===== config.mk =====
export PLATFORM = sky130hd
export DESIGN_NAME = csp_config_shadow
export DESIGN_NICKNAME = d
export VERILOG_FILES = /design/src/hw/csp_shadow_reg.v /design/src/hw/csp_ahb_slave.v /design/src/hw/csp_config_shadow.v
export VERILOG_INCLUDE_DIRS = /design/src /design/src/hw
export SDC_FILE = /design/constraint.sdc
export NUM_CORES = 1
export LEC_CHECK = 0
export ABC_AREA = 1
export CORE_ASPECT_RATIO = 1.4
export CORE_UTILIZATION = 55
export CTS_BUF_LIST = sky130_fd_sc_hd__clkbuf_2 sky130_fd_sc_hd__clkbuf_4 sky130_fd_sc_hd__clkbuf_8
export DETAILED_ROUTE_END_ITERATION = 16
export DONT_BUFFER_PORTS = 1
export PLACE_DENSITY_LB_ADDON = 0.08
export SYNTH_ARGS = -nofsm -noshare
export SYNTH_HDL_FRONTEND = slang
export SYNTH_HIERARCHICAL = 1
export SYNTH_SLANG_ARGS = --single-unit

===== constraint.sdc =====
create_clock -name hclk -period 3.7 [get_ports hclk]
set_clock_uncertainty 0.2 [all_clocks]
set_input_delay 0.37 -clock hclk [delete_from_list [all_inputs] [get_ports hclk]]
set_output_delay 0.37 -clock hclk [all_outputs]
set_load 0.01 [all_outputs]

===== src/hw/csp_defs.vh =====
`ifndef CSP_DEFS_VH
`define CSP_DEFS_VH
// ahb-lite register map, byte addresses on the low address bits
`define CSP_ADDR_W 8
`define CSP_OFF_SUPPLY 8'h00
`define CSP_OFF_ADC 8'h04
`define CSP_OFF_PWM 8'h08
`define CSP_OFF_WDOG 8'h0c
`define CSP_OFF_DRIVE 8'h10
`define CSP_OFF_CSAMP 8'h14
`define CSP_OFF_STATUS 8'h18
`define CSP_OFF_CTRL 8'h1c
// supply: gate_supply_setpoint [1:0], buck_switching_frequency [3:2]
`define CSP_SUP_W 4
`define CSP_SUP_RST 4'h0
// adc: request [0], input select [3:1], filter enable [4]
`define CSP_ADC_W 5
`define CSP_ADC_RST 5'h00
// pwm: mode [2:0], pwm_recirculation [3]
`define CSP_PWM_W 4
`define CSP_PWM_RST 4'h0
// watchdog standby part: enable [0], input select [1], fault config [3:2],
// timeout [6:4], brake select [7], latch enable [8], restart [10:9]
`define CSP_WDS_W 11
`define CSP_WDS_RST 11'h000
// locked rotor part of the watchdog word: enable [11], time [14:12]
`define CSP_RLK_W 4
`define CSP_RLK_RST 4'h0
// drive: gate currents [7:0], drive timing [15:8],
// deadtime_rising [19:16], deadtime_falling [23:20]
`define CSP_DRV_W 24
`define CSP_DRV_RST 24'h000000
// csamp: gain [2:0], blanking [4:3], positive threshold [7:5],
// negative threshold [10:8], sense_gain_analog_select [11]
`define CSP_CSA_W 11
`define CSP_CSA_RST 11'h000
`define CSP_ANA_BIT 11
// one-time-memory start-up settings
`define CSP_OTP_W 8
// status: state [2:0], drive enable [3], otp start-up settings [15:8]
`define CSP_ST_W 3
`define CSP_ST_DRV_BIT 3
`define CSP_ST_OTP_LSB 8
// ctrl: defer drive word to pwm or brake event [0]
`define CSP_CTRL_DEFER_BIT 0
`endif


===== src/hw/csp_shadow_reg.v =====
`timescale 1ns/1ns
// held copy that software sees, effective copy that the logic uses
module csp_shadow_reg #(
  parameter W = 4,
  parameter [W-1:0] RST = {W{1'b0}}
) (
  input wire hclk,
  input wire hresetn,
  input wire wr_en,
  input wire [W-1:0] wr_data,
  input wire load,
  output reg [W-1:0] held,
  output reg [W-1:0] eff
);
  // a write shows in the held copy at once
  always @(posedge hclk or negedge hresetn) begin
    if (!hresetn) begin
      held <= RST;
    end else if (wr_en) begin
      held <= wr_data;
    end
  end

  // transfer only when allowed; a write in the same cycle lands next load
  always @(posedge hclk or negedge hresetn) begin
    if (!hresetn) begin
      eff <= RST;
    end else if (load) begin
      eff <= held;
    end
  end
endmodule


===== src/hw/csp_ahb_slave.v =====
`timescale 1ns/1ns
`include "csp_defs.vh"
// ahb-lite front end: zero-wait writes, one wait state on reads
module csp_ahb_slave (
  input wire hclk,
  input wire hresetn,
  input wire hsel,
  input wire [31:0] haddr,
  input wire [1:0] htrans,
  input wire hwrite,
  input wire hready,
  output reg hreadyout,
  output wire wr_pulse,
  output wire rd_pulse,
  output reg [`CSP_ADDR_W-1:0] ph_addr,
  output reg ph_map
);
  reg ph_wr;
  reg ph_rd;
  wire accept;

  // nonseq or seq with the bus ready starts a transfer
  assign accept = hsel & htrans[1] & hready;
  assign wr_pulse = ph_wr & ph_map;
  // reads sample registers in the wait cycle so a write just before is seen
  assign rd_pulse = ph_rd & ~hreadyout;

  // capture the address phase
  always @(posedge hclk or negedge hresetn) begin
    if (!hresetn) begin
      ph_wr <= 1'b0;
      ph_rd <= 1'b0;
      ph_addr <= {`CSP_ADDR_W{1'b0}};
      ph_map <= 1'b0;
    end else if (hready) begin
      ph_wr <= accept & hwrite;
      ph_rd <= accept & ~hwrite;
      ph_addr <= haddr[`CSP_ADDR_W-1:0];
      ph_map <= (haddr[31:`CSP_ADDR_W] == {(32-`CSP_ADDR_W){1'b0}});
    end
  end

  // one low cycle after each accepted read
  always @(posedge hclk or negedge hresetn) begin
    if (!hresetn) begin
      hreadyout <= 1'b1;
    end else begin
      hreadyout <= ~(accept & ~hwrite);
    end
  end
endmodule


===== src/hw/csp_config_shadow.v =====
// Decided for this implementation: the placing of the registers and the AHB-Lite slave port.
`timescale 1ns/1ns
`include "csp_defs.vh"
// How it works
// RULE_01 - writes accepted at any time, every category
// RULE_02 - always fields apply right after write
// RULE_03 - drive word may wait for pwm/brake
// RULE_04 - standby fields act only while enable low
// RULE_05 - standby write readable at once, old kept
// RULE_06 - copy pending values on entering standby
// RULE_07 - host writes standby fields before enabling drive
// RULE_08 - otp fields used only from power-up capture
// RULE_09 - register writes never change start-up settings
// RULE_10 - adc request, select, filter: register only
// RULE_11 - gain and blanking immediate; host stops pwm
// RULE_12 - analog select: digital in standby, analog otp
// RULE_13 - enable falling in active: pumps off, standby
// RULE_14 - watchdog, pwm, supply fields are standby
// RULE_15 - drive, deadtime, thresholds, locked rotor immediate
module csp_config_shadow (
  input wire hclk,
  input wire hresetn,
  input wire hsel,
  input wire [31:0] haddr,
  input wire [1:0] htrans,
  input wire hwrite,
  input wire [2:0] hsize,
  input wire [31:0] hwdata,
  input wire hready,
  output reg [31:0] hrdata,
  output wire hreadyout,
  output reg hresp,
  input wire drive_enable_input,
  input wire cp_target_reached,
  input wire pwm_event,
  input wire brake_event,
  input wire [`CSP_OTP_W-1:0] otp_startup_settings,
  input wire otp_sense_analog,
  output wire [`CSP_SUP_W-1:0] eff_supply,
  output wire [`CSP_ADC_W-1:0] eff_adc,
  output wire [`CSP_PWM_W-1:0] eff_pwm,
  output wire [`CSP_WDS_W-1:0] eff_watchdog,
  output wire [`CSP_RLK_W-1:0] eff_locked_rotor,
  output wire [`CSP_DRV_W-1:0] eff_drive,
  output wire [`CSP_CSA_W-1:0] eff_csamp,
  output reg eff_sense_analog,
  output reg [`CSP_OTP_W-1:0] eff_otp_startup,
  output reg charge_pump_enable,
  output reg pwm_path_enable
);
  // one-hot states of the gate driver sequence
  localparam [2:0] ST_STANDBY = 3'h1;
  localparam [2:0] ST_PUMP_START = 3'h2;
  localparam [2:0] ST_ACTIVE = 3'h4;

  reg [2:0] state;
  reg [2:0] next_state;
  reg defer_drive;
  reg otp_taken;
  reg ana_held;
  wire wr_pulse;
  wire rd_pulse;
  wire [`CSP_ADDR_W-1:0] ph_addr;
  wire ph_map;
  wire standby_load;
  wire drive_load;
  wire [`CSP_SUP_W-1:0] sup_held;
  wire [`CSP_ADC_W-1:0] adc_held;
  wire [`CSP_PWM_W-1:0] pwm_held;
  wire [`CSP_WDS_W-1:0] wds_held;
  wire [`CSP_RLK_W-1:0] rlk_held;
  wire [`CSP_DRV_W-1:0] drv_held;
  wire [`CSP_CSA_W-1:0] csa_held;
  reg [31:0] next_rdata;

  // write decode, shared by every register
  function reg_hit;
    input [`CSP_ADDR_W-1:0] addr;
    input [`CSP_ADDR_W-1:0] offset;
    begin
      reg_hit = (addr == offset);
    end
  endfunction

  // bus front end; hsize is not checked, only whole words are expected
  csp_ahb_slave u_bus (
    .hclk(hclk),
    .hresetn(hresetn),
    .hsel(hsel),
    .haddr(haddr),
    .htrans(htrans),
    .hwrite(hwrite),
    .hready(hready),
    .hreadyout(hreadyout),
    .wr_pulse(wr_pulse),
    .rd_pulse(rd_pulse),
    .ph_addr(ph_addr),
    .ph_map(ph_map)
  );

  // slave always answers okay
  always @(posedge hclk or negedge hresetn) begin
    if (!hresetn) begin
      hresp <= 1'b0;
    end else begin
      hresp <= 1'b0;
    end
  end

  // sequence: standby, charge pumps starting, active
  always @* begin
    next_state = state;
    case (state)
      ST_STANDBY: begin
        if (drive_enable_input) begin
          next_state = ST_PUMP_START;
        end
      end
      ST_PUMP_START: begin
        if (!drive_enable_input) begin
          next_state = ST_STANDBY;
        end else if (cp_target_reached) begin
          next_state = ST_ACTIVE;
        end
      end
      ST_ACTIVE: begin
        // RULE_13 enable low: standby
        if (!drive_enable_input) begin
          next_state = ST_STANDBY;
        end
      end
      default: begin
        next_state = ST_STANDBY;
      end
    endcase
  end

  // state and the driver controls it implies, all registered
  always @(posedge hclk or negedge hresetn) begin
    if (!hresetn) begin
      state <= ST_STANDBY;
      charge_pump_enable <= 1'b0;
      pwm_path_enable <= 1'b0;
    end else begin
      state <= next_state;
      // RULE_13 pumps and pwm off
      charge_pump_enable <= (next_state != ST_STANDBY);
      pwm_path_enable <= (next_state == ST_ACTIVE);
    end
  end

  // standby transfer: only in standby and with enable low, so a quick
  // re-enable never lets a half-changed setting reach the running driver
  // RULE_04 enable low gate
  // RULE_06 standby entry transfer
  assign standby_load = (state == ST_STANDBY) & ~drive_enable_input;

  // drive word follows at once, or waits for a pwm or braking edge
  // RULE_03 optional event alignment
  assign drive_load = ~defer_drive | pwm_event | brake_event;

  // control word: the defer choice for the drive settings
  // RULE_01 writes any state
  always @(posedge hclk or negedge hresetn) begin
    if (!hresetn) begin
      defer_drive <= 1'b0;
    end else if (wr_pulse & reg_hit(ph_addr, `CSP_OFF_CTRL)) begin
      defer_drive <= hwdata[`CSP_CTRL_DEFER_BIT];
    end
  end

  // supply setpoint and buck frequency wait for standby
  // RULE_14 supply standby class
  // RULE_05 held copy readable
  csp_shadow_reg #(
    .W(`CSP_SUP_W),
    .RST(`CSP_SUP_RST)
  ) u_supply (
    .hclk(hclk),
    .hresetn(hresetn),
    .wr_en(wr_pulse & reg_hit(ph_addr, `CSP_OFF_SUPPLY)),
    .wr_data(hwdata[`CSP_SUP_W-1:0]),
    .load(standby_load),
    .held(sup_held),
    .eff(eff_supply)
  );

  // adc fields live only here, no one-time copy exists for them
  // RULE_10 adc register only
  csp_shadow_reg #(
    .W(`CSP_ADC_W),
    .RST(`CSP_ADC_RST)
  ) u_adc (
    .hclk(hclk),
    .hresetn(hresetn),
    .wr_en(wr_pulse & reg_hit(ph_addr, `CSP_OFF_ADC)),
    .wr_data(hwdata[`CSP_ADC_W-1:0]),
    .load(1'b1),
    .held(adc_held),
    .eff(eff_adc)
  );

  // pwm mode and recirculation wait for standby
  // RULE_14 pwm standby class
  csp_shadow_reg #(
    .W(`CSP_PWM_W),
    .RST(`CSP_PWM_RST)
  ) u_pwm (
    .hclk(hclk),
    .hresetn(hresetn),
    .wr_en(wr_pulse & reg_hit(ph_addr, `CSP_OFF_PWM)),
    .wr_data(hwdata[`CSP_PWM_W-1:0]),
    .load(standby_load),
    .held(pwm_held),
    .eff(eff_pwm)
  );

  // watchdog word, low part: standby class
  // RULE_14 watchdog standby class
  csp_shadow_reg #(
    .W(`CSP_WDS_W),
    .RST(`CSP_WDS_RST)
  ) u_wdog (
    .hclk(hclk),
    .hresetn(hresetn),
    .wr_en(wr_pulse & reg_hit(ph_addr, `CSP_OFF_WDOG)),
    .wr_data(hwdata[`CSP_WDS_W-1:0]),
    .load(standby_load),
    .held(wds_held),
    .eff(eff_watchdog)
  );

  // same word, high part: locked rotor settings act at once
  // RULE_15 locked rotor immediate
  csp_shadow_reg #(
    .W(`CSP_RLK_W),
    .RST(`CSP_RLK_RST)
  ) u_rlock (
    .hclk(hclk),
    .hresetn(hresetn),
    .wr_en(wr_pulse & reg_hit(ph_addr, `CSP_OFF_WDOG)),
    .wr_data(hwdata[`CSP_WDS_W+`CSP_RLK_W-1:`CSP_WDS_W]),
    .load(1'b1),
    .held(rlk_held),
    .eff(eff_locked_rotor)
  );

  // gate currents, timing and dead time
  // RULE_02 immediate apply
  // RULE_15 drive immediate class
  csp_shadow_reg #(
    .W(`CSP_DRV_W),
    .RST(`CSP_DRV_RST)
  ) u_drive (
    .hclk(hclk),
    .hresetn(hresetn),
    .wr_en(wr_pulse & reg_hit(ph_addr, `CSP_OFF_DRIVE)),
    .wr_data(hwdata[`CSP_DRV_W-1:0]),
    .load(drive_load),
    .held(drv_held),
    .eff(eff_drive)
  );

  // gain, blanking and thresholds act at once; changing gain or
  // blanking under pwm can glitch the sense path, software stops pwm
  // RULE_11 gain blank immediate
  csp_shadow_reg #(
    .W(`CSP_CSA_W),
    .RST(`CSP_CSA_RST)
  ) u_csamp (
    .hclk(hclk),
    .hresetn(hresetn),
    .wr_en(wr_pulse & reg_hit(ph_addr, `CSP_OFF_CSAMP)),
    .wr_data(hwdata[`CSP_CSA_W-1:0]),
    .load(1'b1),
    .held(csa_held),
    .eff(eff_csamp)
  );

  // start-up settings are caught once after reset release; no write
  // path reaches them, they change only with a new power-up
  // RULE_08 otp capture once
  // RULE_09 no write path
  always @(posedge hclk or negedge hresetn) begin
    if (!hresetn) begin
      otp_taken <= 1'b0;
      eff_otp_startup <= {`CSP_OTP_W{1'b0}};
    end else if (!otp_taken) begin
      otp_taken <= 1'b1;
      eff_otp_startup <= otp_startup_settings;
    end
  end

  // analog select: only a clear to digital is taken from software;
  // analog can come only from the one-time memory at start-up
  // RULE_12 digital only write
  always @(posedge hclk or negedge hresetn) begin
    if (!hresetn) begin
      ana_held <= 1'b0;
    end else if (!otp_taken) begin
      ana_held <= otp_sense_analog;
    end else if (wr_pulse & reg_hit(ph_addr, `CSP_OFF_CSAMP)) begin
      ana_held <= ana_held & hwdata[`CSP_ANA_BIT];
    end
  end

  // the digital choice is a standby setting
  // RULE_12 standby transfer
  always @(posedge hclk or negedge hresetn) begin
    if (!hresetn) begin
      eff_sense_analog <= 1'b0;
    end else if (!otp_taken) begin
      eff_sense_analog <= otp_sense_analog;
    end else if (standby_load) begin
      eff_sense_analog <= ana_held;
    end
  end

  // read mux returns held copies, so a pending value reads back at once
  // RULE_05 read shows written
  always @* begin
    next_rdata = 32'h00000000;
    if (ph_map) begin
      case (ph_addr)
        `CSP_OFF_SUPPLY: begin
          next_rdata[`CSP_SUP_W-1:0] = sup_held;
        end
        `CSP_OFF_ADC: begin
          next_rdata[`CSP_ADC_W-1:0] = adc_held;
        end
        `CSP_OFF_PWM: begin
          next_rdata[`CSP_PWM_W-1:0] = pwm_held;
        end
        `CSP_OFF_WDOG: begin
          next_rdata[`CSP_WDS_W-1:0] = wds_held;
          next_rdata[`CSP_WDS_W+`CSP_RLK_W-1:`CSP_WDS_W] = rlk_held;
        end
        `CSP_OFF_DRIVE: begin
          next_rdata[`CSP_DRV_W-1:0] = drv_held;
        end
        `CSP_OFF_CSAMP: begin
          next_rdata[`CSP_CSA_W-1:0] = csa_held;
          next_rdata[`CSP_ANA_BIT] = ana_held;
        end
        `CSP_OFF_STATUS: begin
          next_rdata[`CSP_ST_W-1:0] = state;
          next_rdata[`CSP_ST_DRV_BIT] = drive_enable_input;
          next_rdata[`CSP_ST_OTP_LSB+`CSP_OTP_W-1:`CSP_ST_OTP_LSB] = eff_otp_startup;
        end
        `CSP_OFF_CTRL: begin
          next_rdata[`CSP_CTRL_DEFER_BIT] = defer_drive;
        end
        default: begin
          next_rdata = 32'h00000000;
        end
      endcase
    end
  end

  // read data is loaded in the wait cycle and held until the next read
  always @(posedge hclk or negedge hresetn) begin
    if (!hresetn) begin
      hrdata <= 32'h00000000;
    end else if (rd_pulse) begin
      hrdata <= next_rdata;
    end
  end
endmodule


# Word-level counts from Yosys, hierarchy flattened
# Cells that the tools add are included.
[classes] bitwise=22 eq_ne=14 mux=18 n_reduce_logical=2
[ops] op="== test 8 x 5 -> 1 bit, second input constant" n=4
[ops] op="case mux 3 bit (3 select lines)" n=3
[ops] op="logical NOT 24 bit" n=1
[ops] op="two-way mux 24 bit" n=1
[ops] op="case mux 3 bit (7 select lines)" n=1
[ops] op="== test 8 x 4 -> 1 bit, second input constant" n=2
[ops] op="case mux 4 bit (4 select lines)" n=1
[ops] op="AND 1 bit" n=15
[ops] op="two-way mux 3 bit" n=4
[ops] op="== test 8 x 3 -> 1 bit, second input constant" n=1
[ops] op="logical NOT 8 bit" n=1
[ops] op="two-way mux 8 bit" n=1
[ops] op="case mux 1 bit (8 select lines)" n=1
[ops] op="== test 3 bit, second input constant" n=2
[ops] op="inverter 1 bit" n=5
[ops] op="two-way mux 1 bit" n=4
[ops] op="!= test 2 x 1 -> 1 bit, second input constant" n=2
[ops] op="case mux 1 bit (4 select lines)" n=1
[ops] op="== test 3 x 1 -> 1 bit, second input constant" n=1
[ops] op="== test 3 x 2 -> 1 bit, second input constant" n=1
[ops] op="!= test 3 x 1 -> 1 bit, second input constant" n=1
[ops] op="bitwise OR 1 bit" n=2
[ops] op="case mux 1 bit (2 select lines)" n=1
[totals] inputBits=87 elab_cells=84 output_inout_bits=108 regBits=187

# Logic depth before layout (Yosys ltp)
# Gate-level depths: netlist of run 1.
[depth] depth_word=4 ltp_mapped=11 ltp_nobuf=10

# Hierarchy
# Netlist of run 1, hierarchy kept.
[by_module_without_submodules] module="csp_config_shadow" n_inst=1 cells_each=339 area_each_um2=2482.4 seq_area_each_um2=1027.2
[by_module_without_submodules] module="csp_shadow_reg at u_drive" n_inst=1 cells_each=204 area_each_um2=1888.1 seq_area_each_um2=1201.2
[by_module_without_submodules] module="csp_shadow_reg at u_csamp ..." n_inst=2 cells_each=94 area_each_um2=843.3 seq_area_each_um2=550.5
[by_module_without_submodules] module="csp_shadow_reg at u_pwm ..." n_inst=3 cells_each=34 area_each_um2=297.8 seq_area_each_um2=200.2
[by_module_without_submodules] module="csp_ahb_slave" n_inst=1 cells_each=74 area_each_um2=550.5 seq_area_each_um2=301.5
[by_module_without_submodules] module="csp_shadow_reg at u_adc" n_inst=1 cells_each=42 area_each_um2=370.4 seq_area_each_um2=250.2

# Least setup slack after synthesis of run 1
# Ideal clock, no wire load.
[synth_timing] path_type="register to register" from="reg u_bus.ph_addr[5]" to="reg u_wdog.held[9]" t_arrival_ns=1.569 setup_ns=0.116 stages_incl_launch_ff=8 t_required_ns=3.384 path_buffers=1 period_less_slack_ns=1.885 setup_slack_ns=1.815 path_cell_list="dfrtp_1 > nor2_2 > nand2_2 > nor3_1 > inv_2 > buf_6 > nand2_1 > nand2_1"
[synth_between] elab_chain_len=2
[synth_lines] element="from (decl)" line="csp_ahb_slave.v:15" source="output reg [`CSP_ADDR_W-1:0] ph_addr,"
[synth_lines] element="from (signal assigned)" line="csp_ahb_slave.v:33" source="ph_addr <= {`CSP_ADDR_W{1'b0}};"
[synth_lines] element="from (signal assigned)" line="csp_ahb_slave.v:38" source="ph_addr <= haddr[`CSP_ADDR_W-1:0];"
[synth_lines] element="== test 8 x 4 -> 1 bit" line="csp_config_shadow.v:81" source="reg_hit = (addr == offset);"
[synth_lines] element="AND 1 bit" line="csp_config_shadow.v:226" source=".wr_en(wr_pulse & reg_hit(ph_addr, `CSP_OFF_WDOG)),"
[synth_lines] element="to (signal assigned)" line="csp_shadow_reg.v:20" source="held <= wr_data;"
[synth_lines] element="to (decl)" line="csp_shadow_reg.v:12" source="output reg [W-1:0] held,"
# Every way passes these cells.
# A chain may end at the register's enable or synchronous reset.

# Worst setup path in the final report of run 1
[layout_timing] from="in haddr[22]" to="reg u_bus.ph_map"
[layout_between] elab_chain_len=1
[layout_lines] element="from (decl)" line="csp_config_shadow.v:24" source="input wire [31:0] haddr,"
[layout_lines] element="logical NOT 24 bit" line="csp_ahb_slave.v:39" source="ph_map <= (haddr[31:`CSP_ADDR_W] == {(32-`CSP_ADDR_W){1'b0}});"
[layout_lines] element="to (signal assigned)" line="csp_ahb_slave.v:39"
[layout_lines] element="to (decl)" line="csp_ahb_slave.v:16" source="output reg ph_map"
# Every way passes these cells.

==> metrics.csv, run 1 <==
stage,metric,value,unit
critical_path,worst_ep_arrival_time,3.56,ns
logic_synthesis,yosysWarnings,6,
critical_path,crit_type,in -> reg,
timing,setup_viol,0,
critical_path,endpoint_kind,register,
pwr,p_leak,0.00450,µW
floorplanning,die_h,144,µm
timing,totalNegativeSetupSlack,0,ns
placed_design,place_hpwl,13.7,mm
routing,via_count,6363,
min_path,hold_class,in -> async,
global_routing,overflow,0,
floorplanning,start_util,56.6,%
pwr,ir_drop,0.000342,V
run_status,status,finished with violations,
clock_tree,clk_path_buf_depth,2,
logic_synthesis,synth.most_common_cell,nand2_1,
logic_synthesis,synth.top_cells.by_area,"dfrtp_1 (56%), nand2_1 (25%), nand3_1 (3.1%), buf_4 (2.0%), nor2_1 (1.9%)",
critical_path,timing.rr.start,u_bus/ph_addr[1],
pwr,powerDensity,474,nW/µm²
flow_run,maxCapViolCount,0,
floorplanning,num_rows,51,
critical_path,crit_fanout,1,
logic_synthesis,synth-seq-area-share,56.9,%
routing,drtIter0Drc,343,
global_routing,antenna_found_initial,0,
routing,wl,20.0,mm
final_layout,antenna_cells,0,
logic_synthesis,yosys.area.top_type,dfrtp_1,
clock_tree,clk_pin_slew,0.10,ns
global_routing,grt_max_degree,180,
routing,wl_per_cell,16.6,µm
critical_path,r2r_cells,10,
floorplanning,fp.coreArea,13900,µm²
global_routing,grt_pass1_vias,6244,
logic_synthesis,avgSynthCellArea,8.29,µm²
critical_path,required,3.90,ns
critical_path,setup.worst_path.end,u_bus/ph_map,
clock_tree,root_buffer,clkbuf_8,
timing,rsz0062_at_grt,no,
final_layout,synthToLayoutAreaGrowth,12.2,%
critical_path,critPathLaunchType,input port,
global_routing,grt_pass1_wl,31.3,mm
floorplanning,io_pins,195,
logic_synthesis,synth_area,7870,µm²
routing,vias_per_cell,5.27,
logic_synthesis,synth_top_area_share,56.3,%
timing,hold_viol,179,
clock_tree,cts.sinks,179,
critical_path,r2r_end,u_drive/held[17],
floorplanning,chipWidth,103,µm
clock_tree,ctsResizeCount,0,
timing,timing.final.max_slew_violations,0,
critical_path,crit_start,haddr[22],
timing,relSlewSlack,35.7,%
timing,fmax,0.298,GHz
logic_synthesis,ys_ff_latch,179,
placed_design,finalWeightedCongestion,0.861,
clock_tree,cts.htree.levels,4,
timing,worst_pin_slew,0.955,ns
global_routing,grt_usage,28.4,%
floorplanning,dieArea,14800,µm²
critical_path,r2r_slack,1.34,ns
run_status,violations,negative hold slack,
placed_design,port_buffers,0,
routing,firstDrtPassIters,5,
logic_synthesis,synthFlopType,dfrtp_1,
logic_synthesis,ys_types,32,
logic_synthesis,synth_edf_count,0,
clock_tree,clk-insertion-delay-late,0.47,ns
pwr,power,4190,µW
timing,min_period_over_period,90.7,%
logic_synthesis,synth_common_cells,"nand2_1 (532), dfrtp_1 (177), nand3_1 (48)",
logic_synthesis,syn_inst,949,
clock_tree,postCtsSetupBuffers,0,
routing,drc,0,
final_layout,fin_nets,1097,
timing,hold_ws,-0.613,ns
timing,finalCriticalPeriod,3.36,ns
clock_tree,cts_buffers,17,
clock_tree,cts_tree,yes,
final_layout,drive_gt1_share,9.09,%
clock_tree,cts_hold_buf,54,
routing,postRouteAntennaNets,0,
logic_synthesis,async_reset_ff_share,100,%
-- cells in the final DEF (no fill, tap or decap), types with 3 or more instances in the layout --
| master | Yosys | routed |
|---|---|---|
| nand2_1 | 532 | 532 |
| dfrtp_1 | 177 | 177 |
| dlygate4sd3_1 | 0 | 54 |
| nand3_1 | 48 | 48 |
| nor2_1 | 40 | 38 |
| inv_1 | 26 | 26 |
| conb_1 | 2 | 24 |
| inv_2 | 18 | 18 |
| clkbuf_8 | 0 | 18 |
| nand2_2 | 16 | 16 |
| a32o_1 | 8 | 8 |
| nand4_1 | 7 | 7 |
| buf_4 | 21 | 7 |
| nor2_2 | 4 | 6 |
| o21ai_1 | 4 | 4 |
| inv_6 | 1 | 4 |
| nor4_1 | 3 | 3 |
| nor2_8 | 3 | 3 |
| clkinvlp_4 | 0 | 3 |
| clkinv_4 | 0 | 3 |
-- layer usage --
metal | track usage, % | routed length (µm) | up-vias
met5 | 0 | 0 | -
met4 | 15.6 | 832 | 0
met3 | 5.16 | 1090 | 54
met2 | 47.7 | 10200 | 219
met1 | 34.2 | 7920 | 3083
li1 | - | - | 3007
-- sequential cells by signal, indices dropped and copies added, names as in the netlist, 5 cells and up --
| register | cells |
|---|---|
| u_wdog/held | 11 |
| u_bus/ph_addr | 8 |
| u_adc/eff | 5 |
| eff_otp_startup | 8 |
| u_adc/held | 5 |
| u_csamp/eff | 11 |
| u_drive/held | 24 |
| u_csamp/held | 11 |
| u_drive/eff | 24 |
| u_wdog/eff | 11 |
| hrdata | 24 |
-- cells by family after synthesis --
group	share of synthesized area, %
other	0.0954
flip-flops	56.9
AO/OA/AOI/OAI	1.67
buffers and inverters	6.85
AND/OR/NAND/NOR	34.4
-- power breakdown --
part	switching, µW	internal, µW	total (µW)	leakage (µW)
logic	325	176	502	0.00241
clock network	759	572	1330	0.000193
registers	216	2140	2360	0.00190
-- worst min path at each step --
stage	to	slack, ns	depth (start not counted)
floorplan	ana_held	-0.13	0
global placement	u_wdog/eff[6]	-0.12	0
detailed placement	u_drive/eff[7]	-0.12	0
CTS	u_drive/eff[7]	-0.63	0
global route	u_drive/eff[7]	-0.63	0
finish	u_wdog/eff[6]	-0.61	0
-- layout make-up --
| type | count | area (µm²) |
|---|---|---|
| clock buffer | 18 | 248 |
| clock inverter | 14 | 149 |
| fill | 1259 | 5080 |
| inverter | 48 | 188 |
| multi-input combinational | 703 | 2940 |
| sequential | 179 | 4480 |
| tap | 185 | 231 |
| timing repair buffer | 61 | 593 |
-- metrics by stage --
stage	instance area, µm²	worst slack [ns]	util (%)	instances	hold WS [ns]
floorplan	7950	1.81	-	971	-0.126
global placement	7900	1.42	56.8	1122	-0.120
detailed placement	7900	1.39	56.8	1122	-0.119
CTS	8830	0.488	63.5	1208	-0.627
global route	8830	0.207	63.5	1208	-0.634
finish	8830	0.343	63.5	1208	-0.613
-- worst max-delay path, stage by stage --
cell	delay, ns
dlygate4sd3_1	0.54
nor2_1	0.07
dlygate4sd3_1	0.56
nand2_1	0.06
dlygate4sd3_1	0.58
nor2_1	0.11
dlygate4sd3_1	0.55
nand3_1	0.09
dlygate4sd3_1	0.57
nand2_1	0.06
(Power assumes the default switching activity.)
==> inputs of run 2 (changes only) <==
CELL_PAD_IN_SITES_DETAIL_PLACEMENT = 1   (was not set)
CELL_PAD_IN_SITES_GLOBAL_PLACEMENT = 1   (was not set)
CORE_UTILIZATION = 52   (was 55)
GPL_ROUTABILITY_DRIVEN = 0   (was not set)
TNS_END_PERCENT = 20   (was not set)
==> run 2 against run 1 <==
Net effect: the run still ends with negative hold slack left; via count grew 2.1%; clock power grew 3%; utilization shrank 3.2 points; worst setup slack gained 0.11 ns; sequential cell count is the same; combinational power grew 5.6%; final area is essentially flat; maximum frequency grew 3.4%; total power grew 1.8%; final cell count grew 0.17%; non-clock buffer count shrank 2; sequential share of layout area is essentially flat; largest cell class unchanged.
==> metrics.csv, run 2 (synthesis gave the netlist of run 1 again) <==
stage,metric,value,unit
run_status,status,finished with violations,
run_status,violations,negative hold slack,
critical_path,slowest_delay,0.55,ns
critical_path,endpoint_kind,register,
timing,hold_viol,179,
critical_path,crit_fanout,1,
final_layout,layout_commonest_cell,nand2_1,
timing,hold_ws,-0.619,ns
floorplanning,dieArea,15600,µm²
final_layout,final_util,60.3,%
global_routing,grt_max_degree,180,
critical_path,path_cells,"dlygate4sd3_1, nor2_1, dlygate4sd3_1, nand2_1, dlygate4sd3_1, nor2_1, dlygate4sd3_1, nand3_1, dlygate4sd3_1, nand2_1",
pwr,switching_share,32.0,%
floorplanning,die_h,148,µm
final_layout,synthToLayoutAreaGrowth,12.2,%
timing,fmax,0.308,GHz
critical_path,required,3.91,ns
routing,wl,23.5,mm
clock_tree,cts.htree.levels,4,
final_layout,final_cell_mix,"nand2_1 (532), dfrtp_1 (177), dlygate4sd3_1 (53), nand3_1 (48), nor2_1 (38)",
timing,relSlewSlack,28.6,%
floorplanning,chipWidth,106,µm
timing,totalNegativeSetupSlack,0,ns
floorplanning,io_pins,195,
clock_tree,cts.sinks,179,
clock_tree,clk-insertion-delay-late,0.47,ns
floorplanning,start_util,53.8,%
timing,finalCriticalPeriod,3.25,ns
critical_path,crit_path_frequent_cell,dlygate4sd3_1,
routing,wl_per_cell,19.4,µm
critical_path,slowest_stage,dlygate4sd3_1,
pwr,intPower,2900,µW
final_layout,multi_input_comb_area,2940,µm²
pwr,seq_power_share,55.4,%
timing,rsz0062_at_grt,no,
pwr,ir_drop,0.000291,V
clock_tree,cts_buffers,17,
floorplanning,fp.coreArea,14600,µm²
placed_design,place_hpwl,15.9,mm
timing,worst_pin_slew,1.07,ns
routing,drc,0,
global_routing,grt_pass1_vias,7196,
final_layout,reg_top3,"hrdata x24, u_drive/eff x24, u_drive/held x24",
critical_path,crit_type,in -> reg,
global_routing,grt_usage,31.6,%
clock_tree,postCtsSetupBuffers,0,
global_routing,overflow,0,
final_layout,drive_gt1_share,9.01,%
clock_tree,cts_tree,yes,
routing,firstDrtPassIters,4,
pwr,p_leak,0.00450,µW
final_layout,seqCellArea,4480,µm²
pwr,clkPwrFrac,32.2,%
clock_tree,cts_hold_buf,53,
clock_tree,clk_pin_slew,0.10,ns
routing,via_count,6499,
placed_design,port_buffers,0,
clock_tree,clk_path_buf_depth,2,
critical_path,critPathLaunchType,input port,
critical_path,worst_ep_arrival_time,3.46,ns
global_routing,antenna_found_initial,0,
pwr,p_sw,1360,µW
final_layout,fillerInstances,1788,
routing,vias_per_cell,5.37,
floorplanning,num_rows,52,
timing,min_period_over_period,87.8,%
routing,postRouteAntennaNets,0,
min_path,hold_class,in -> async,
timing,timing.final.max_slew_violations,0,
global_routing,grt_pass1_wl,37.6,mm
flow_run,maxCapViolCount,0,
routing,drtIter0Drc,339,
timing,setup_viol,0,
final_layout,fin_nets,1095,
clock_tree,root_buffer,clkbuf_8,
final_layout,antenna_cells,0,
pwr,combinationalPowerShare,12.4,%
pwr,powerDensity,483,nW/µm²
## run 2: changes by cell type in the layout (fill, tap and decap cells not counted)
cell,previous run,this run
clkinv_4,3,2
inv_6,4,7
inv_8,2,3
dlygate4sd3_1,54,53
clkinv_2,1,0
buf_4,7,6
clkinvlp_4,3,1
## run 2: critical path, delay by kind of cell
family / cells / cell delay, ns
buf+inv: 5 / 2.74
simple gates: 5 / 0.34
## run 2: what timing repair did
action	CTS	global route
resized for setup	0	0
endpoints found under the hold margin	270	179
endpoints found under the setup margin	0	0
## run 2: path summary, 6_finish.rpt
path | startpoint | to | slack, ns | depth (start not counted)
max in group asynchronous | hresetn | u_bus/hreadyout | 3.69 | 0
min reg2reg | u_wdog/held[4] | u_wdog/held[4] | 0.31 | 2
max | haddr[30] | u_bus/ph_map | 0.45 | 10
min | hresetn | u_rlock/eff[1] | -0.62 | 0
min in group hclk | cp_target_reached | state[1] | 0.03 | 3
max reg2reg | u_bus/ph_addr[1] | u_drive/held[19] | 1.13 | 9
## run 2: metrics by stage
step	total power [µW]	instance area, µm²	std cells	hold slack (ns)	setup WS (ns)
global placement	2830	7890	1125	-0.122	1.30
finish	4270	8830	1210	-0.619	0.453
detailed placement	2870	7890	1125	-0.122	1.21
global route	4450	8830	1210	-0.653	0.333
CTS	4300	8830	1210	-0.642	0.518
floorplan	2740	7950	971	-0.126	1.81
## run 2: power groups by stage
| stage | clock network (µW) | registers (µW) | logic [µW] |
|---|---|---|---|
| final | 1370 | 2360 | 530 |
| after global routing | 1470 | 2390 | 599 |
| after CTS | 1400 | 2370 | 531 |
| after detailed placement | 0 | 2400 | 474 |
| after global placement | 0 | 2390 | 434 |
| after floorplan | 0 | 2350 | 387 |
## run 2: layout make-up
| type | instances | share of cell area, % |
|---|---|---|
| repair buffers | 59 | 6.52 |
| multi-input cells | 703 | 33.3 |
| clock inverters | 14 | 1.79 |
| clock buffers | 18 | 2.81 |
| well taps | 189 | 2.68 |
| inverters | 48 | 2.13 |
| flip-flops and latches | 179 | 50.8 |
## run 2: routing by layer
layer | track usage (%) | vias up | part of all wire [%]
li1 | - | 3009 | -
met3 | 6.22 | 64 | 5.0
met5 | 0 | - | 0
met4 | 15.8 | 0 | 4.3
met2 | 55.5 | 195 | 52
met1 | 36.5 | 3231 | 38
